## src/rtl/ddul_pkg.sv

```systemverilog
// package: constants and types for the dual dac update latch
package ddul_pkg;
   localparam int          DDUL_NCH       = 2;
   localparam int          DDUL_CODE_W    = 12;
   localparam int          DDUL_FIFO_D    = 8;
   localparam logic [7:0]  DDUL_ADDR_A_LO = 8'h00;
   localparam logic [7:0]  DDUL_ADDR_A_HI = 8'h04;
   localparam logic [7:0]  DDUL_ADDR_A_CN = 8'h08;
   localparam logic [7:0]  DDUL_ADDR_B_LO = 8'h10;
   localparam logic [7:0]  DDUL_ADDR_B_HI = 8'h14;
   localparam logic [7:0]  DDUL_ADDR_B_CN = 8'h18;
   localparam logic [7:0]  DDUL_ADDR_STAT = 8'h20;
   localparam logic [7:0]  DDUL_CH_STRIDE = 8'h10;
   localparam int          DDUL_EN_BIT    = 7;
   localparam int          DDUL_MD_HI     = 4;
   localparam int          DDUL_MD_LO     = 3;
   localparam int          DDUL_DF_HI     = 2;
   localparam int          DDUL_DF_LO     = 0;
   localparam logic [7:0]  DDUL_CN_RST    = 8'h00;
   localparam logic [7:0]  DDUL_BYTE_RST  = 8'h00;
   localparam logic [11:0] DDUL_CODE_RST  = 12'h000;
   localparam logic [15:0] DDUL_PAIR_RST  = 16'h0000;
   localparam logic [7:0]  DDUL_CN_MASK   = 8'h9f;

   typedef enum logic [1:0] {
      DDUL_MD_DEMAND = 2'b00,
      DDUL_MD_TMR3   = 2'b01,
      DDUL_MD_TMR4   = 2'b10,
      DDUL_MD_TMR2   = 2'b11
   } ddul_mode_t;

   typedef enum logic [2:0] {
      DDUL_DF_R0 = 3'b000,
      DDUL_DF_R1 = 3'b001,
      DDUL_DF_R2 = 3'b010,
      DDUL_DF_R3 = 3'b011,
      DDUL_DF_R4 = 3'b100
   } ddul_fmt_unused_t;

   // shift amounts for format codes 0..4
   localparam logic [3:0] DDUL_SH_0 = 4'h0;
   localparam logic [3:0] DDUL_SH_1 = 4'h1;
   localparam logic [3:0] DDUL_SH_2 = 4'h2;
   localparam logic [3:0] DDUL_SH_3 = 4'h3;
   localparam logic [3:0] DDUL_SH_4 = 4'h4;

   typedef struct packed {
      logic        lo_wr;
      logic        hi_wr;
      logic [7:0]  wdata;
   } ddul_wr_t;

   typedef struct packed {
      logic [0:0]  ch;
      logic [15:0] pair;
   } ddul_load_t;

   typedef struct packed {
      logic tmr2;
      logic tmr3;
      logic tmr4;
   } ddul_tmr_t;
endpackage

```

## src/rtl/ddul_top.sv

```systemverilog
// file: dual dac update latch with apb register slave
`timescale 1ns/1ps
module ddul_top
   import ddul_pkg::*;
(
   input  wire logic                   clk_i,
   input  wire logic                   rst_n_i,
   input  wire logic                   ce_i,
   input  wire logic                   psel_i,
   input  wire logic                   penable_i,
   input  wire logic                   pwrite_i,
   input  wire logic [7:0]             paddr_i,
   input  wire logic [31:0]            pwdata_i,
   output logic      [31:0]            prdata_o,
   output logic                        pready_o,
   output logic                        pslverr_o,
   input  wire logic                   tmr2_ovf_i,
   input  wire logic                   tmr3_ovf_i,
   input  wire logic                   tmr4_ovf_i,
   output logic      [DDUL_CODE_W-1:0] dac_a_code_o,
   output logic      [DDUL_CODE_W-1:0] dac_b_code_o,
   output logic                        dac_a_drive_en_o,
   output logic                        dac_b_drive_en_o,
   input  wire logic                   core_ready_i
);
   logic [7:0]  ctl_r   [DDUL_NCH];
   logic [7:0]  ctl_nxt [DDUL_NCH];
   logic [7:0]  lo_r    [DDUL_NCH];
   logic [7:0]  lo_nxt  [DDUL_NCH];
   logic [7:0]  hi_r    [DDUL_NCH];
   logic [7:0]  hi_nxt  [DDUL_NCH];
   logic [15:0] lat_r   [DDUL_NCH];
   logic [15:0] lat_nxt [DDUL_NCH];
   logic [DDUL_CODE_W-1:0] code_r   [DDUL_NCH];
   logic [DDUL_CODE_W-1:0] code_nxt [DDUL_NCH];
   logic        load_req [DDUL_NCH];
   logic        wr_xfer, rd_ok, dec_ok;
   logic [0:0]  sel_ch;
   logic [7:0]  off;
   logic [31:0] rdata_r, rdata_nxt;
   ddul_tmr_t   tmr;
   ddul_load_t  fin, fout;
   logic        fin_valid, fin_ready, fout_valid;

   assign tmr.tmr2 = tmr2_ovf_i;
   assign tmr.tmr3 = tmr3_ovf_i;
   assign tmr.tmr4 = tmr4_ovf_i;

   // apb decode; stall whole access while the fifo is full
   assign sel_ch  = paddr_i[4];
   assign off     = paddr_i & ~DDUL_CH_STRIDE;
   assign dec_ok  = (paddr_i[7:5] == 3'h0 && (off == DDUL_ADDR_A_LO
                     || off == DDUL_ADDR_A_HI || off == DDUL_ADDR_A_CN))
                    || paddr_i == DDUL_ADDR_STAT;
   assign pready_o  = fin_ready;
   assign pslverr_o = psel_i & penable_i & ~dec_ok;
   assign wr_xfer   = psel_i & penable_i & pready_o & pwrite_i & dec_ok
                      & ce_i;
   assign rd_ok     = psel_i & ~penable_i & ~pwrite_i;
   assign prdata_o  = rdata_r;

   // placement of the 12-bit word inside the 16-bit pair
   function automatic logic [DDUL_CODE_W-1:0] ddul_place(
      input logic [15:0] pair,
      input logic [2:0]  fmt
   );
      logic [15:0] sh;
      sh = pair;
      case (fmt)
         3'h0: sh = pair >> DDUL_SH_0;
         3'h1: sh = pair >> DDUL_SH_1;
         3'h2: sh = pair >> DDUL_SH_2;
         3'h3: sh = pair >> DDUL_SH_3;
         3'h4: sh = pair >> DDUL_SH_4;
         default: sh = pair >> DDUL_SH_0;
      endcase
      return sh[DDUL_CODE_W-1:0];
   endfunction

   genvar g;
   generate
      for (g = 0; g < DDUL_NCH; g++) begin : gen_ch
         logic       hit, my_tmr;
         logic [1:0] md;
         assign hit = wr_xfer && sel_ch == 1'(g)
                      && paddr_i[7:5] == 3'h0;
         assign md  = ctl_r[g][DDUL_MD_HI:DDUL_MD_LO];
         always_comb begin
            case (md)
               DDUL_MD_TMR3: my_tmr = tmr.tmr3;
               DDUL_MD_TMR4: my_tmr = tmr.tmr4;
               DDUL_MD_TMR2: my_tmr = tmr.tmr2;
               default:      my_tmr = 1'b0;
            endcase
         end
         always_comb begin
            ctl_nxt[g] = ctl_r[g];
            lo_nxt[g]  = lo_r[g];
            hi_nxt[g]  = hi_r[g];
            load_req[g] = 1'b0;
            if (hit && off == DDUL_ADDR_A_CN) begin
               ctl_nxt[g] = pwdata_i[7:0] & DDUL_CN_MASK;
            end
            if (hit && off == DDUL_ADDR_A_LO) begin
               lo_nxt[g] = pwdata_i[7:0];
            end
            if (hit && off == DDUL_ADDR_A_HI) begin
               hi_nxt[g] = pwdata_i[7:0];
               if (md == DDUL_MD_DEMAND) begin
                  load_req[g] = 1'b1;
               end
            end
            if (md != DDUL_MD_DEMAND && my_tmr) begin
               load_req[g] = 1'b1;
            end
         end
         always_comb begin
            lat_nxt[g]  = lat_r[g];
            code_nxt[g] = code_r[g];
            if (fout_valid && core_ready_i && fout.ch == 1'(g)) begin
               lat_nxt[g]  = fout.pair;
               code_nxt[g] = ddul_place(fout.pair,
                              ctl_r[g][DDUL_DF_HI:DDUL_DF_LO]);
            end
         end
         always_ff @(posedge clk_i or negedge rst_n_i) begin
            if (!rst_n_i) begin
               ctl_r[g]  <= DDUL_CN_RST;
               lo_r[g]   <= DDUL_BYTE_RST;
               hi_r[g]   <= DDUL_BYTE_RST;
               lat_r[g]  <= DDUL_PAIR_RST;
               code_r[g] <= DDUL_CODE_RST;
            end else if (ce_i) begin
               ctl_r[g]  <= ctl_nxt[g];
               lo_r[g]   <= lo_nxt[g];
               hi_r[g]   <= hi_nxt[g];
               lat_r[g]  <= lat_nxt[g];
               code_r[g] <= code_nxt[g];
            end
         end
      end
   endgenerate

   // load requests queue into the fifo; when both fire only channel a is queued and the channel b request is dropped
   always_comb begin
      fin_valid = load_req[0] | load_req[1];
      fin.ch    = load_req[0] ? 1'b0 : 1'b1;
      fin.pair  = load_req[0] ? {hi_nxt[0], lo_nxt[0]}
                              : {hi_nxt[1], lo_nxt[1]};
   end

   ddul_fifo #(
      .WIDTH ($bits(ddul_load_t)),
      .DEPTH (DDUL_FIFO_D)
   ) u_fifo (
      .clk_i       (clk_i),
      .rst_n_i     (rst_n_i),
      .ce_i        (ce_i),
      .in_data_i   (fin),
      .in_valid_i  (fin_valid),
      .in_ready_o  (fin_ready),
      .out_data_o  (fout),
      .out_valid_o (fout_valid),
      .out_ready_i (core_ready_i)
   );

   // read data captured in setup phase
   always_comb begin
      rdata_nxt = rdata_r;
      if (rd_ok) begin
         rdata_nxt = '0;
         case (off)
            DDUL_ADDR_A_LO: rdata_nxt[7:0] = lo_r[sel_ch];
            DDUL_ADDR_A_HI: rdata_nxt[7:0] = lat_r[sel_ch][15:8];
            DDUL_ADDR_A_CN: rdata_nxt[7:0] = ctl_r[sel_ch];
            default:        rdata_nxt = '0;
         endcase
         if (paddr_i == DDUL_ADDR_STAT) begin
            rdata_nxt = {30'h0, fout_valid, ~fin_ready};
         end
      end
   end

   always_ff @(posedge clk_i or negedge rst_n_i) begin
      if (!rst_n_i) begin
         rdata_r <= '0;
      end else if (ce_i) begin
         rdata_r <= rdata_nxt;
      end
   end

   assign dac_a_code_o     = code_r[0];
   assign dac_b_code_o     = code_r[1];
   assign dac_a_drive_en_o = ctl_r[0][DDUL_EN_BIT];
   assign dac_b_drive_en_o = ctl_r[1][DDUL_EN_BIT];
endmodule

```

## src/rtl/ddul_fifo.sv

```systemverilog
// file: parameterised flip-flop fifo with valid/ready on both sides
`timescale 1ns/1ps
module ddul_fifo
   import ddul_pkg::*;
#(
   parameter int WIDTH = 17,
   parameter int DEPTH = 8
) (
   input  wire logic             clk_i,
   input  wire logic             rst_n_i,
   input  wire logic             ce_i,
   input  wire logic [WIDTH-1:0] in_data_i,
   input  wire logic             in_valid_i,
   output logic                  in_ready_o,
   output logic      [WIDTH-1:0] out_data_o,
   output logic                  out_valid_o,
   input  wire logic             out_ready_i
);
   localparam int AW = $clog2(DEPTH);
   logic [WIDTH-1:0] mem_r [DEPTH];
   logic [AW-1:0]    wp_r, wp_nxt, rp_r, rp_nxt;
   logic [AW:0]      cnt_r, cnt_nxt;
   logic             push, pop;

   assign in_ready_o  = (cnt_r != (AW+1)'(DEPTH));
   assign out_valid_o = (cnt_r != '0);
   assign out_data_o  = mem_r[rp_r];
   assign push        = in_valid_i & in_ready_o;
   assign pop         = out_valid_o & out_ready_i;

   always_comb begin
      wp_nxt  = push ? wp_r + AW'(1) : wp_r;
      rp_nxt  = pop ? rp_r + AW'(1) : rp_r;
      cnt_nxt = cnt_r + (AW+1)'(push) - (AW+1)'(pop);
   end

   always_ff @(posedge clk_i or negedge rst_n_i) begin
      if (!rst_n_i) begin
         wp_r  <= '0;
         rp_r  <= '0;
         cnt_r <= '0;
      end else if (ce_i) begin
         wp_r  <= wp_nxt;
         rp_r  <= rp_nxt;
         cnt_r <= cnt_nxt;
      end
   end

   // storage has no reset; contents gated by count
   always_ff @(posedge clk_i) begin
      if (ce_i && push) begin
         mem_r[wp_r] <= in_data_i;
      end
   end
endmodule

```

## config.mk

```make
export PLATFORM = sky130hd
export DESIGN_NAME = ddul_top
export DESIGN_NICKNAME = d
export VERILOG_FILES = /design/src/rtl/ddul_pkg.sv /design/src/rtl/ddul_top.sv /design/src/rtl/ddul_fifo.sv
export SDC_FILE = /design/constraint.sdc
export NUM_CORES = 1
export LEC_CHECK = 0
export ABC_AREA = 1
export ABC_CLOCK_PERIOD_IN_PS = 2400
export BUFFER_PORTS_ARGS = -buffer_cell sky130_fd_sc_hd__clkbuf_2
export CORE_UTILIZATION = 40
export CTS_CLUSTER_DIAMETER = 120
export DETAILED_ROUTE_END_ITERATION = 10
export PLACE_DENSITY = 0.7
export SETUP_SLACK_MARGIN = 0.02
export SYNTH_ARGS = -nofsm -noshare
export SYNTH_HDL_FRONTEND = slang
export SYNTH_SLANG_ARGS = --single-unit
```

## constraint.sdc

```tcl
create_clock -name clk_i -period 2.4 [get_ports clk_i]
set_input_delay 0.12 -clock clk_i [delete_from_list [all_inputs] [get_ports clk_i]]
set_output_delay 0.12 -clock clk_i [all_outputs]
set_load 0.01 [all_outputs]
```

Word-level counts from Yosys, hierarchy flattened
Memory sizes are Yosys's and may differ from the RTL's.
Index checks and enable logic that the tools add are counted.
{"block": "word_totals", "out_inout_bits": 60, "ramBits": 136, "reg_bits": 142, "mem_count": 1}
{"memory": "u_fifo.mem_r", "words": 8, "width": 17, "rd": 1, "rd_clocked_by_memory_dff": 0, "wr": 1, "line_no": "ddul_fifo.sv:20", "text": "logic [WIDTH-1:0] mem_r [DEPTH];"}
{"block": "op_classes", "bitwise_logic": 18, "eq_ne": 18, "n_lt_le_gt_ge": 1, "n_reduce_logical": 34, "add_sub_neg": 4, "n_mux": 29}
{"cell": "case mux 12 bit (4 select lines)", "n": 2}
{"cell": "2-to-1 mux 8 bit", "n": 11}
{"cell": "2-to-1 mux 16 bit", "n": 4}
{"cell": "case mux 8 bit (3 select lines)", "n": 1}
{"cell": "logical AND 1 bit", "n": 17}
{"cell": "AND reduction 2 bit", "n": 7}
{"cell": "equality test 3 x 2 -> 1 bit, second input constant", "n": 4}
{"cell": "AND 1 bit", "n": 10}
{"cell": "2-to-1 mux 1 bit", "n": 9}
{"cell": "equality test 2 bit, second input constant", "n": 4}
{"cell": "equality test 8 x 6 -> 1 bit, second input constant", "n": 1}
{"cell": "zero test 8 bit", "n": 1}
{"cell": "equality test 7 x 3 -> 1 bit, second input constant", "n": 1}
{"cell": "equality test 7 x 4 -> 1 bit, second input constant", "n": 1}
{"cell": "adder 3 x 1 -> 3 bit, second input constant", "n": 2}
{"cell": "equality test 3 x 1 -> 1 bit, second input constant", "n": 2}
{"cell": "equality test 3 bit, second input constant", "n": 2}
{"cell": "NOT 1 bit", "n": 6}
{"cell": "case mux 1 bit (3 select lines)", "n": 2}
{"cell": "adder 4 x 1 -> 4 bit", "n": 1}
{"cell": "equality test 2 x 1 -> 1 bit, second input constant", "n": 2}
{"cell": "zero test 2 bit", "n": 2}
{"cell": "!= test 4 bit, second input constant", "n": 1}
{"cell": "nonzero test 2 bit", "n": 2}
{"cell": "7 further kinds", "n": 9}

Longest topological paths before layout
Gate-level depths: netlist (run 1).
{"block": "depth", "word_depth": 17, "depth_mapped": 14, "depth_no_buf": 14}

Modules after synthesis
From an unflattened synthesis (run 1), not the netlist that was laid out.
{"block": "unflattened", "hier_cells": 1372, "hier_area_um2": 11890.2}
{"mod": "ddul_fifo", "area_each_um2": 6516.2, "seq_area_each_um2": 4334.2, "n_inst": 1, "cells_per_inst": 659}
{"mod": "ddul_top", "area_each_um2": 5373.9, "seq_area_each_um2": 2302.2, "n_inst": 1, "cells_per_inst": 713}

Worst setup path before layout (run 1)
Ideal clock, no wire load.
{"block": "synth_timing", "kind": "reg-to-reg", "start": "reg u_fifo.cnt_r[2]", "end": "mem u_fifo.mem_r[0][0], enable pin", "t_required_ns": 2.023, "setup_slack_ns": -0.135, "arrival_ns": 2.158, "synth_period_minus_slack_ns": 2.535, "stages_incl_launch_ff": 13, "path_cell_list": "dfrtp_1 -> inv_1 -> ha_1 -> nand3_2 -> nand4_1 -> inv_2 -> nand4_4 -> nand2_2 -> nand2_4 -> nand2_4 -> nand3_2 -> buf_6 -> nor2_2"}
{"block": "synth_via", "elab_chain_len": 15}
{"item": "start, declared", "line_no": "ddul_fifo.sv:22", "text": "logic [AW:0] cnt_r, cnt_nxt;"}
{"item": "start signal, assigned", "line_no": "ddul_fifo.sv:45", "text": "cnt_r <= cnt_nxt;"}
{"item": "!= test 4 bit *", "line_no": "ddul_fifo.sv:25", "text": "assign in_ready_o = (cnt_r != (AW+1)'(DEPTH));"}
{"item": "named net pready_o", "line_no": "ddul_top.sv:15", "text": "output logic pready_o,"}
{"item": "AND 1 bit (3 in series)", "line_no": "ddul_top.sv:57", "text": "assign wr_xfer = psel_i & penable_i & pready_o & pwrite_i & dec_ok"}
{"item": "AND 1 bit", "line_no": "ddul_top.sv:58", "text": "& ce_i;"}
{"item": "logical AND 1 bit", "line_no": "ddul_top.sv:85", "text": "assign hit = wr_xfer && sel_ch == 1'(g)"}
{"item": "logical AND 1 bit", "line_no": "ddul_top.sv:86", "text": "&& paddr_i[7:5] == 3'h0;"}
{"item": "logical AND 1 bit", "line_no": "ddul_top.sv:107", "text": "if (hit && off == DDUL_ADDR_A_HI) begin"}
{"item": "2-to-1 mux 1 bit", "line_no": "ddul_top.sv:107"}
{"item": "2-to-1 mux 1 bit", "line_no": "ddul_top.sv:113", "text": "if (md != DDUL_MD_DEMAND && my_tmr) begin"}
{"item": "bitwise OR 1 bit", "line_no": "ddul_top.sv:146", "text": "fin_valid = load_req[0] | load_req[1];"}
{"item": "AND 1 bit *", "line_no": "ddul_fifo.sv:28", "text": "assign push = in_valid_i & in_ready_o;"}
{"item": "logical AND 1 bit *", "line_no": "ddul_fifo.sv:51", "text": "if (ce_i && push) begin"}
{"item": "2-to-1 mux 1 bit *", "line_no": "ddul_fifo.sv:51"}
{"item": "2-to-1 mux 1 bit (implied by the code) *", "line_no": "ddul_fifo.sv:52", "text": "mem_r[wp_r] <= in_data_i;"}
{"item": "end, declared", "line_no": "ddul_fifo.sv:20"}
The timed path passes the listed nets; every way through them passes the cells marked *.

Worst setup path in the final report (run 1)
{"block": "layout_timing", "start": "reg u_fifo.cnt_r[3]", "end": "reg u_fifo.cnt_r[2]"}
{"block": "layout_via", "elab_chain_len": 14}
{"item": "!= test 4 bit", "line_no": "ddul_fifo.sv:25"}
{"item": "AND 1 bit (3 in series)", "line_no": "ddul_top.sv:57"}
{"item": "AND 1 bit", "line_no": "ddul_top.sv:58"}
{"item": "logical AND 1 bit", "line_no": "ddul_top.sv:85"}
{"item": "logical AND 1 bit", "line_no": "ddul_top.sv:86"}
{"item": "logical AND 1 bit", "line_no": "ddul_top.sv:107"}
{"item": "2-to-1 mux 1 bit", "line_no": "ddul_top.sv:107"}
{"item": "2-to-1 mux 1 bit", "line_no": "ddul_top.sv:113"}
{"item": "bitwise OR 1 bit", "line_no": "ddul_top.sv:146"}
{"item": "AND 1 bit", "line_no": "ddul_fifo.sv:28"}
{"item": "adder 4 x 1 -> 4 bit", "line_no": "ddul_fifo.sv:34", "text": "cnt_nxt = cnt_r + (AW+1)'(push) - (AW+1)'(pop);"}
{"item": "subtractor 4 x 1 -> 4 bit *", "line_no": "ddul_fifo.sv:34"}
Every way passes the cells marked *; elsewhere a longest branch is shown, timed or not.
A chain may end at the register's enable or synchronous reset.

==> results of run 1 <==
metal layers:
metal | vias to the layer above | part of all wire
met5 | - | 0
met4 | 0 | 0.025
li1 | 4050 | -
met1 | 3959 | 0.44
met3 | 54 | 0.058
met2 | 310 | 0.48
stage by stage:
stage | util | cell area, µm² | setup WS, ps | hold WS [ps] | TNS, ps
after floorplan | - | 11400 | -80.1 | -176 | -10900
after global routing | 0.474 | 13100 | -15.4 | 18.4 | -15.4
final | 0.474 | 13100 | 83.3 | 2.98 | 0
after detailed placement | 0.438 | 12100 | 4.39 | 144 | 0
after CTS | 0.472 | 13100 | 30.7 | 3.10 | 0
after global placement | 0.438 | 12100 | 57.8 | 138 | 0
flip-flops by register name, indices dropped and copies added, names as in the netlist:
name / count
u_fifo.cnt_r: 4
dac_b_drive_en_o: 1
u_fifo.mem_r: 136
dac_a_drive_en_o: 1
prdata_o: 8
hi_r: 16
dac_b_code_o: 12
u_fifo.rp_r: 3
lo_r: 16
u_fifo.wp_r: 3
lat_r: 16
ctl_r: 10
dac_a_code_o: 12
cells by family (layout without fill, tap and decap cells):
logic type                 count (synthesis)  after routing  synth area share
AOI/OAI and AO/OA                        297            297             0.158
other                                      1             24          0.000333
and+or+nand+nor                          425            425             0.165
adders and majority gates                  9              9            0.0107
xor gates and xnor gates                   5              5           0.00389
DFF                                      238            238             0.590
buffers and inverters                    166            250            0.0723
worst min-delay path: stages:
cell and delay (ps):
clkbuf_2 80, inv_1 130, o21ai_1 160
layout by cell type, fill, tap and decap left out, types with 4 or more instances in the layout:
master	Yosys	final
clkbuf_8	0	5
o21ai_1	28	30
clkbuf_16	0	25
nand4_1	4	4
nand3_4	0	4
inv_2	9	11
ha_1	8	6
clkbuf_2	0	60
clkinv_2	0	4
buf_4	37	45
buf_12	0	10
nor3_1	8	8
o22ai_1	48	48
o21a_1	16	16
clkinv_1	1	5
o21ai_2	11	11
inv_1	74	72
bufinv_16	0	4
nand3_1	22	22
a21boi_1	4	4
a2bb2oi_1	8	8
nand2_2	13	15
nor2_1	150	150
nor2_2	9	9
a21oi_1	36	36
conb_1	1	24
dfrtp_1	102	100
dlygate4sd3_1	0	5
o211ai_1	27	27
o21ai_0	108	105
xor2_1	5	5
edfxtp_1	136	136
nand2_1	198	196
how the worst max path moves through the flow:
stage                          startpoint             endpoint  slack, ps  cells after the start
after floorplan           u_fifo.cnt_r[3]   u_fifo.mem_r[0][0]        -80                     11
after CTS                 u_fifo.cnt_r[2]  u_fifo.mem_r[1][11]         30                     11
after detailed placement  u_fifo.cnt_r[2]   u_fifo.mem_r[4][5]          4                     12
after global routing      u_fifo.cnt_r[3]      u_fifo.cnt_r[2]        -20                     13
after global placement    u_fifo.cnt_r[2]   u_fifo.mem_r[5][5]         60                     12
final                     u_fifo.cnt_r[3]      u_fifo.cnt_r[2]         80                     13
final cells by class:
type / count / area (µm²) / area share
multi-input cells: 760 / 3960 / 0.301
clock buffers: 33 / 706 / 0.0537
flip-flops and latches: 238 / 6640 / 0.505
repair buffers: 120 / 888 / 0.0676
well taps: 378 / 473 / 0.0360
clock inverters: 13 / 164 / 0.0125
inverters: 84 / 315 / 0.0240
power breakdown:
group | internal (mW) | total [mW] | switching (mW) | leakage (nW)
registers | 4.68 | 4.93 | 0.246 | 2.88
clock network | 2.49 | 4.02 | 1.53 | 0.431
logic | 1.43 | 4.28 | 2.84 | 2.42
timing repair:
item / CTS / global route
pin swaps: 1 / 6
setup endpoints to repair: 91 / 235
hold buffers: 5 / 0
buffers inserted: 0 / 5
endpoints found under the hold margin: 46 / 0
gates resized for setup: 3 / 9
==> results.json, run 1 <==
{
  "initial_core_util": 0.406,
  "hp-class": "input pin to flip-flop",
  "slowest_stage": "dfrtp_2",
  "syn2layout_area_growth_pct": 16.8,
  "dominantRegCellSynth": "edfxtp_1",
  "slew_violations": 0,
  "clock_latency_ps": 530,
  "worst_pin_slew_ps": 697,
  "synth.area.top_cells": "edfxtp_1, dfrtp_1, nand2_1, nor2_1, o21ai_0",
  "path_max_fanout": 2,
  "r2r_end": "u_fifo.cnt_r[2]",
  "seq_area_frac_synth": 0.590,
  "fin_crit_sh": 0.965,
  "cp_common_cell": "inv_1",
  "cellPowerDensity_nw_per_um2": 1010,
  "path_buf_inv": 5,
  "yosysMostFrequentCell": "nand2_1",
  "core_area_um2": 27700,
  "grt_setup_unrepaired": "true",
  "fill_cells": 2487,
  "hpwl_um": 17300,
  "grt.total_usage": 0.185,
  "antenna_left": 0,
  "synth_commonest_cells": "nand2_1, nor2_1, edfxtp_1",
  "n_antenna_cell": 0,
  "drt-vias-per-instance": 5.15,
  "fin_nets": 1288,
  "cts_tree": "built",
  "synth_edf_count": 136,
  "ir_worst_vdd_uv": 604,
  "setup_viol": 0,
  "netlist.area_leader.share": 0.363,
  "reg2reg_depth": 13,
  "grtUsageMet1": 0.249,
  "first_pass_iters": 6,
  "ys_ff_latch": 238,
  "endpoint_kind": "flip-flop",
  "hold_start": "pwdata_i[1]",
  "synthArstFlopShare": 0.429,
  "grt_max_degree": 43,
  "syn_area_um2": 11300,
  "p_leak_nw": 5.73,
  "drive_gt1_frac": 0.182,
  "cp_slowest_stage_delay_ps": 420,
  "grt_pass1_wl_um": 41900,
  "fin_worst_skew_ps": 21.3,
  "synthCells": 1141,
  "antenna_found_initial": 0,
  "ys_warn_count": 0,
  "cap_violations": 0,
  "fmax_mhz": 432,
  "finalHoldViolCount": 0,
  "hold_depth": 3,
  "rows": 61,
  "portBuffers": 61,
  "slew_headroom": 0.530,
  "die-area_um2": 28800,
  "crit_required_ps": 2840,
  "cts_made_buffers": 25,
  "critPathLaunchType": "flip-flop",
  "crit_family": "adder cells",
  "r2r-start": "u_fifo.cnt_r[3]",
  "use_met3": 0.0268,
  "crit_chain": "buf_4 > inv_1 > ha_1 > nand3_1 > nand2_2 > inv_1 > ha_1 > inv_1 > ha_2 > inv_2 > fa_2 > xor2_1 > o21ai_1",
  "synthesis.area_per_instance_um2": 9.86,
  "clockBufferDepth": 3,
  "clkTransAtPathRegs_ps": 60,
  "totalPowerFinal_mw": 13.2,
  "vias": 8373,
  "fin_crit_ps": 2320,
  "root_buffer": "clkbuf_16",
  "cts.htree.levels": 1,
  "fin_cells": 1626,
  "grt_pass1_vias": 7911,
  "status": "finished, final reports clean",
  "grt-busiest-layer": "met2",
  "drt_iter0_drc": 956,
  "grtUsageMet2": 0.309,
  "die_w_um": 170,
  "dp_cells": 1570,
  "gr-total-overflow": 0,
  "yosys.cell_types.count": 49,
  "wl_per_cell_um": 16.3,
  "hold_end": "ctl_r[9]",
  "crit_arrival_ps": 2760,
  "rrSetupSlack_ps": 80,
  "path_class": "flip-flop to flip-flop",
  "synth_top_area_cell": "edfxtp_1",
  "place_congestion": 0.858,
  "clock_sinks": 238,
  "ios": 110,
  "wirelength_um": 26400,
  "die_h_um": 170,
  "drc": 0
}
Note: power is estimated with default switching activity, not from simulation.
==> inputs of run 2 (changes only) <==
Settings changed: BUFFER_PORTS_ARGS -buffer_cell sky130_fd_sc_hd__clkbuf_2 to default, DONT_BUFFER_PORTS from default to 1, PLACE_DENSITY 0.7 to 0.66, SYNTH_HIERARCHICAL from default to 1.
==> run 2 against run 1 <==
Count of clock-buffer cells in the layout fell by 3. Core utilization rose by 1.1 points. Sequential power rose by 2%. Via count rose by 12%. The flow now finishes with violations (hold timing, setup timing). First-iteration DRC count rose by 7.6%. Clock power rose by 8.0%. Power fell by 1.5%.
==> results.json, run 2 <==
{
  "grt_setup_unrepaired": "true",
  "r2r_end": "u_fifo/cnt_r[2]",
  "yosysMostFrequentCell": "nand2_1",
  "synth_edf_count": 136,
  "clock_sinks": 238,
  "p_leak_nw": 6.37,
  "ys_warn_count": 6,
  "failed_checks": "hold timing, setup timing",
  "finalHoldViolCount": 4,
  "p_sw_mw": 4.44,
  "fin_crit_sh": 1.06,
  "hp-class": "input pin to flip-flop",
  "ir_worst_vdd_uv": 823,
  "fin_nets": 1490,
  "synth_top_area_cell": "edfxtp_1",
  "hold_end": "u_fifo/cnt_r[1]",
  "wl_per_cell_um": 16.5,
  "met2_wirelength_um": 14100,
  "root_buffer": "clkbuf_16",
  "seq_area_frac_synth": 0.558,
  "ys_ff_latch": 238,
  "final_util": 0.486,
  "preCtsSetupSlack_ps": -161,
  "worst_pin_slew_ps": 814,
  "initial_core_util": 0.411,
  "first_pass_iters": 5,
  "synthesis.area_per_instance_um2": 8.67,
  "largest-register": "u_fifo/mem_r",
  "clkTransAtPathRegs_ps": 60,
  "drt-met1-wl_um": 13500,
  "hold_start": "ce_i",
  "synthCells": 1372,
  "die-area_um2": 30400,
  "combPwrFrac": 0.280,
  "clockBufferDepth": 3,
  "die_w_um": 174,
  "post_dp_cell_area_um2": 12600,
  "synthArstFlopShare": 0.429,
  "stdcell_area_um2": 14000,
  "yosys.cell_types.count": 45,
  "hold_buffers": 26,
  "final_common_cell": "nand2_1",
  "wirelength_um": 30400,
  "hpwl_um": 19500,
  "antenna_left": 0,
  "grt_pass1_wl_um": 48500,
  "fin_ws_ps": -148,
  "grt_pass1_vias": 8980,
  "path_class": "flip-flop to flip-flop",
  "slowest_stage": "dfrtp_1",
  "fin_worst_skew_ps": 10.9,
  "r2r-start": "u_fifo/cnt_r[3]",
  "cts_made_buffers": 26,
  "reg2reg_depth": 13,
  "grt_max_degree": 103,
  "cp_slowest_stage_delay_ps": 400,
  "vias": 9400,
  "fin_crit_ps": 2550,
  "largest_reg_flops": 136,
  "setup_viol": 2,
  "syn_area_um2": 11900,
  "gr-total-overflow": 0,
  "netlist.area_leader.share": 0.343,
  "drive_gt1_frac": 0.119,
  "top_layer": "met4",
  "crit_family": "adder cells",
  "synth.area.top_cells": "edfxtp_1, dfrtp_1, nand2_1, inv_1, nand3_1",
  "drt_iter0_drc": 1029,
  "crit_required_ps": 2840,
  "final.setup.tns_ps": -246,
  "endpoint_kind": "flip-flop",
  "antenna_found_initial": 4,
  "slew_violations": 0,
  "ios": 110,
  "path_max_fanout": 3,
  "power.share.sequential": 0.387,
  "status": "complete, but fails checks",
  "fmax_mhz": 392,
  "final_cell_mix": "nand2_1, inv_1, edfxtp_1",
  "grt.total_usage": 0.201,
  "path_buf_inv": 1,
  "cellPowerDensity_nw_per_um2": 928,
  "drc": 0,
  "switching_share": 0.340,
  "place_congestion": 0.867,
  "synth_commonest_cells": "nand2_1, inv_1, edfxtp_1",
  "dominantRegCellSynth": "edfxtp_1",
  "crit_chain": "ha_4 > nand3_4 > nand3_4 > nor2_4 > nand4_2 > o211ai_1 > nand2_1 > ha_1 > inv_2 > ha_4 > fa_2 > xnor2_2 > o21ai_1",
  "clkPwrFrac": 0.333,
  "cts.htree.levels": 1,
  "clock_latency_ps": 540,
  "totalPowerFinal_mw": 13.0,
  "critPathLaunchType": "flip-flop",
  "syn2layout_area_growth_pct": 18.2,
  "hold_slack_ps": -300,
  "cap_violations": 0,
  "internal-power_mw": 8.60,
  "hold_depth": 1,
  "die_h_um": 174,
  "cts_tree": "built",
  "core_area_um2": 28900,
  "dr_wl_met3_um": 2120,
  "rrSetupSlack_ps": -150,
  "rows": 62,
  "portBuffers": 0,
  "slew_headroom": 0.456,
  "crit_arrival_ps": 2990,
  "drt-vias-per-instance": 5.11
}
-- run 2: cell types whose count changed after synthesis, moves of 33 or more --
cell     before  now
nand4_1       4   37
a21oi_1      36    3
nor2_1      150   45
nand2_1     198  548
nand3_1      22   68
inv_1        74  164
o21ai_0     108   49
-- run 2: through the flow --
stage	hold slack [ps]	instances
2_1_floorplan	-176	1395
3_3_place_gp	-172	1752
3_5_place_dp	-172	1752
4_1_cts	-322	1830
5_1_grt	-317	1838
6_report	-300	1839
-- run 2: kinds of logic after synthesis --
kind of cell	after synthesis	synth area share
AOI/OAI and AO/OA	135	0.0734
xor gates and xnor gates	3	0.00221
adders and majority gates	9	0.0101
buffers and inverters	258	0.0991
DFF	238	0.558
other	1	0.000315
and+or+nand+nor	728	0.257
-- run 2: worst max-delay path by stage --
stage / from / to / cells after the start
after floorplan: u_fifo/cnt_r[3] / u_fifo/mem_r[2][0] / 11
after global placement: u_fifo/cnt_r[3] / u_fifo/cnt_r[1] / 13
after detailed placement: u_fifo/cnt_r[2] / u_fifo/cnt_r[1] / 14
after CTS: u_fifo/cnt_r[3] / u_fifo/cnt_r[1] / 15
after global routing: u_fifo/cnt_r[2] / u_fifo/cnt_r[2] / 14
final: u_fifo/cnt_r[3] / u_fifo/cnt_r[2] / 13
-- run 2: power groups by stage --
stage                     logic (mW)  clock network (mW)  registers, mW
after detailed placement        3.39                   0           5.12
final                           3.66                4.34           5.04
after global routing            4.07                4.57           5.08
after CTS                       3.52                4.40           5.05
after floorplan                 2.40                   0           5.01
after global placement          3.31                   0           5.11
-- run 2: area by class of cell --
type	count	area, µm²
clock inverters	18	240
fillers	2628	14900
flip-flops and latches	238	6640
well taps	384	480
multi-input cells	899	4330
diodes	4	10.0
inverters	173	654
clock buffers	30	707
repair buffers	93	987
-- run 2: metal layers --
| metal | GRT usage | vias up |
|---|---|---|
| li1 | - | 4546 |
| met2 | 0.333 | 341 |
| met1 | 0.273 | 4461 |
| met5 | 0 | - |
| met3 | 0.0326 | 52 |
| met4 | 0.0537 | 0 |
-- run 2: timing repair --
item	in CTS	in global routing
gates cloned	0	2
resized for setup	1	15
pin swaps	6	5
hold endpoints to repair	161	4
setup endpoints to repair	53	164
setup buffers	4	6
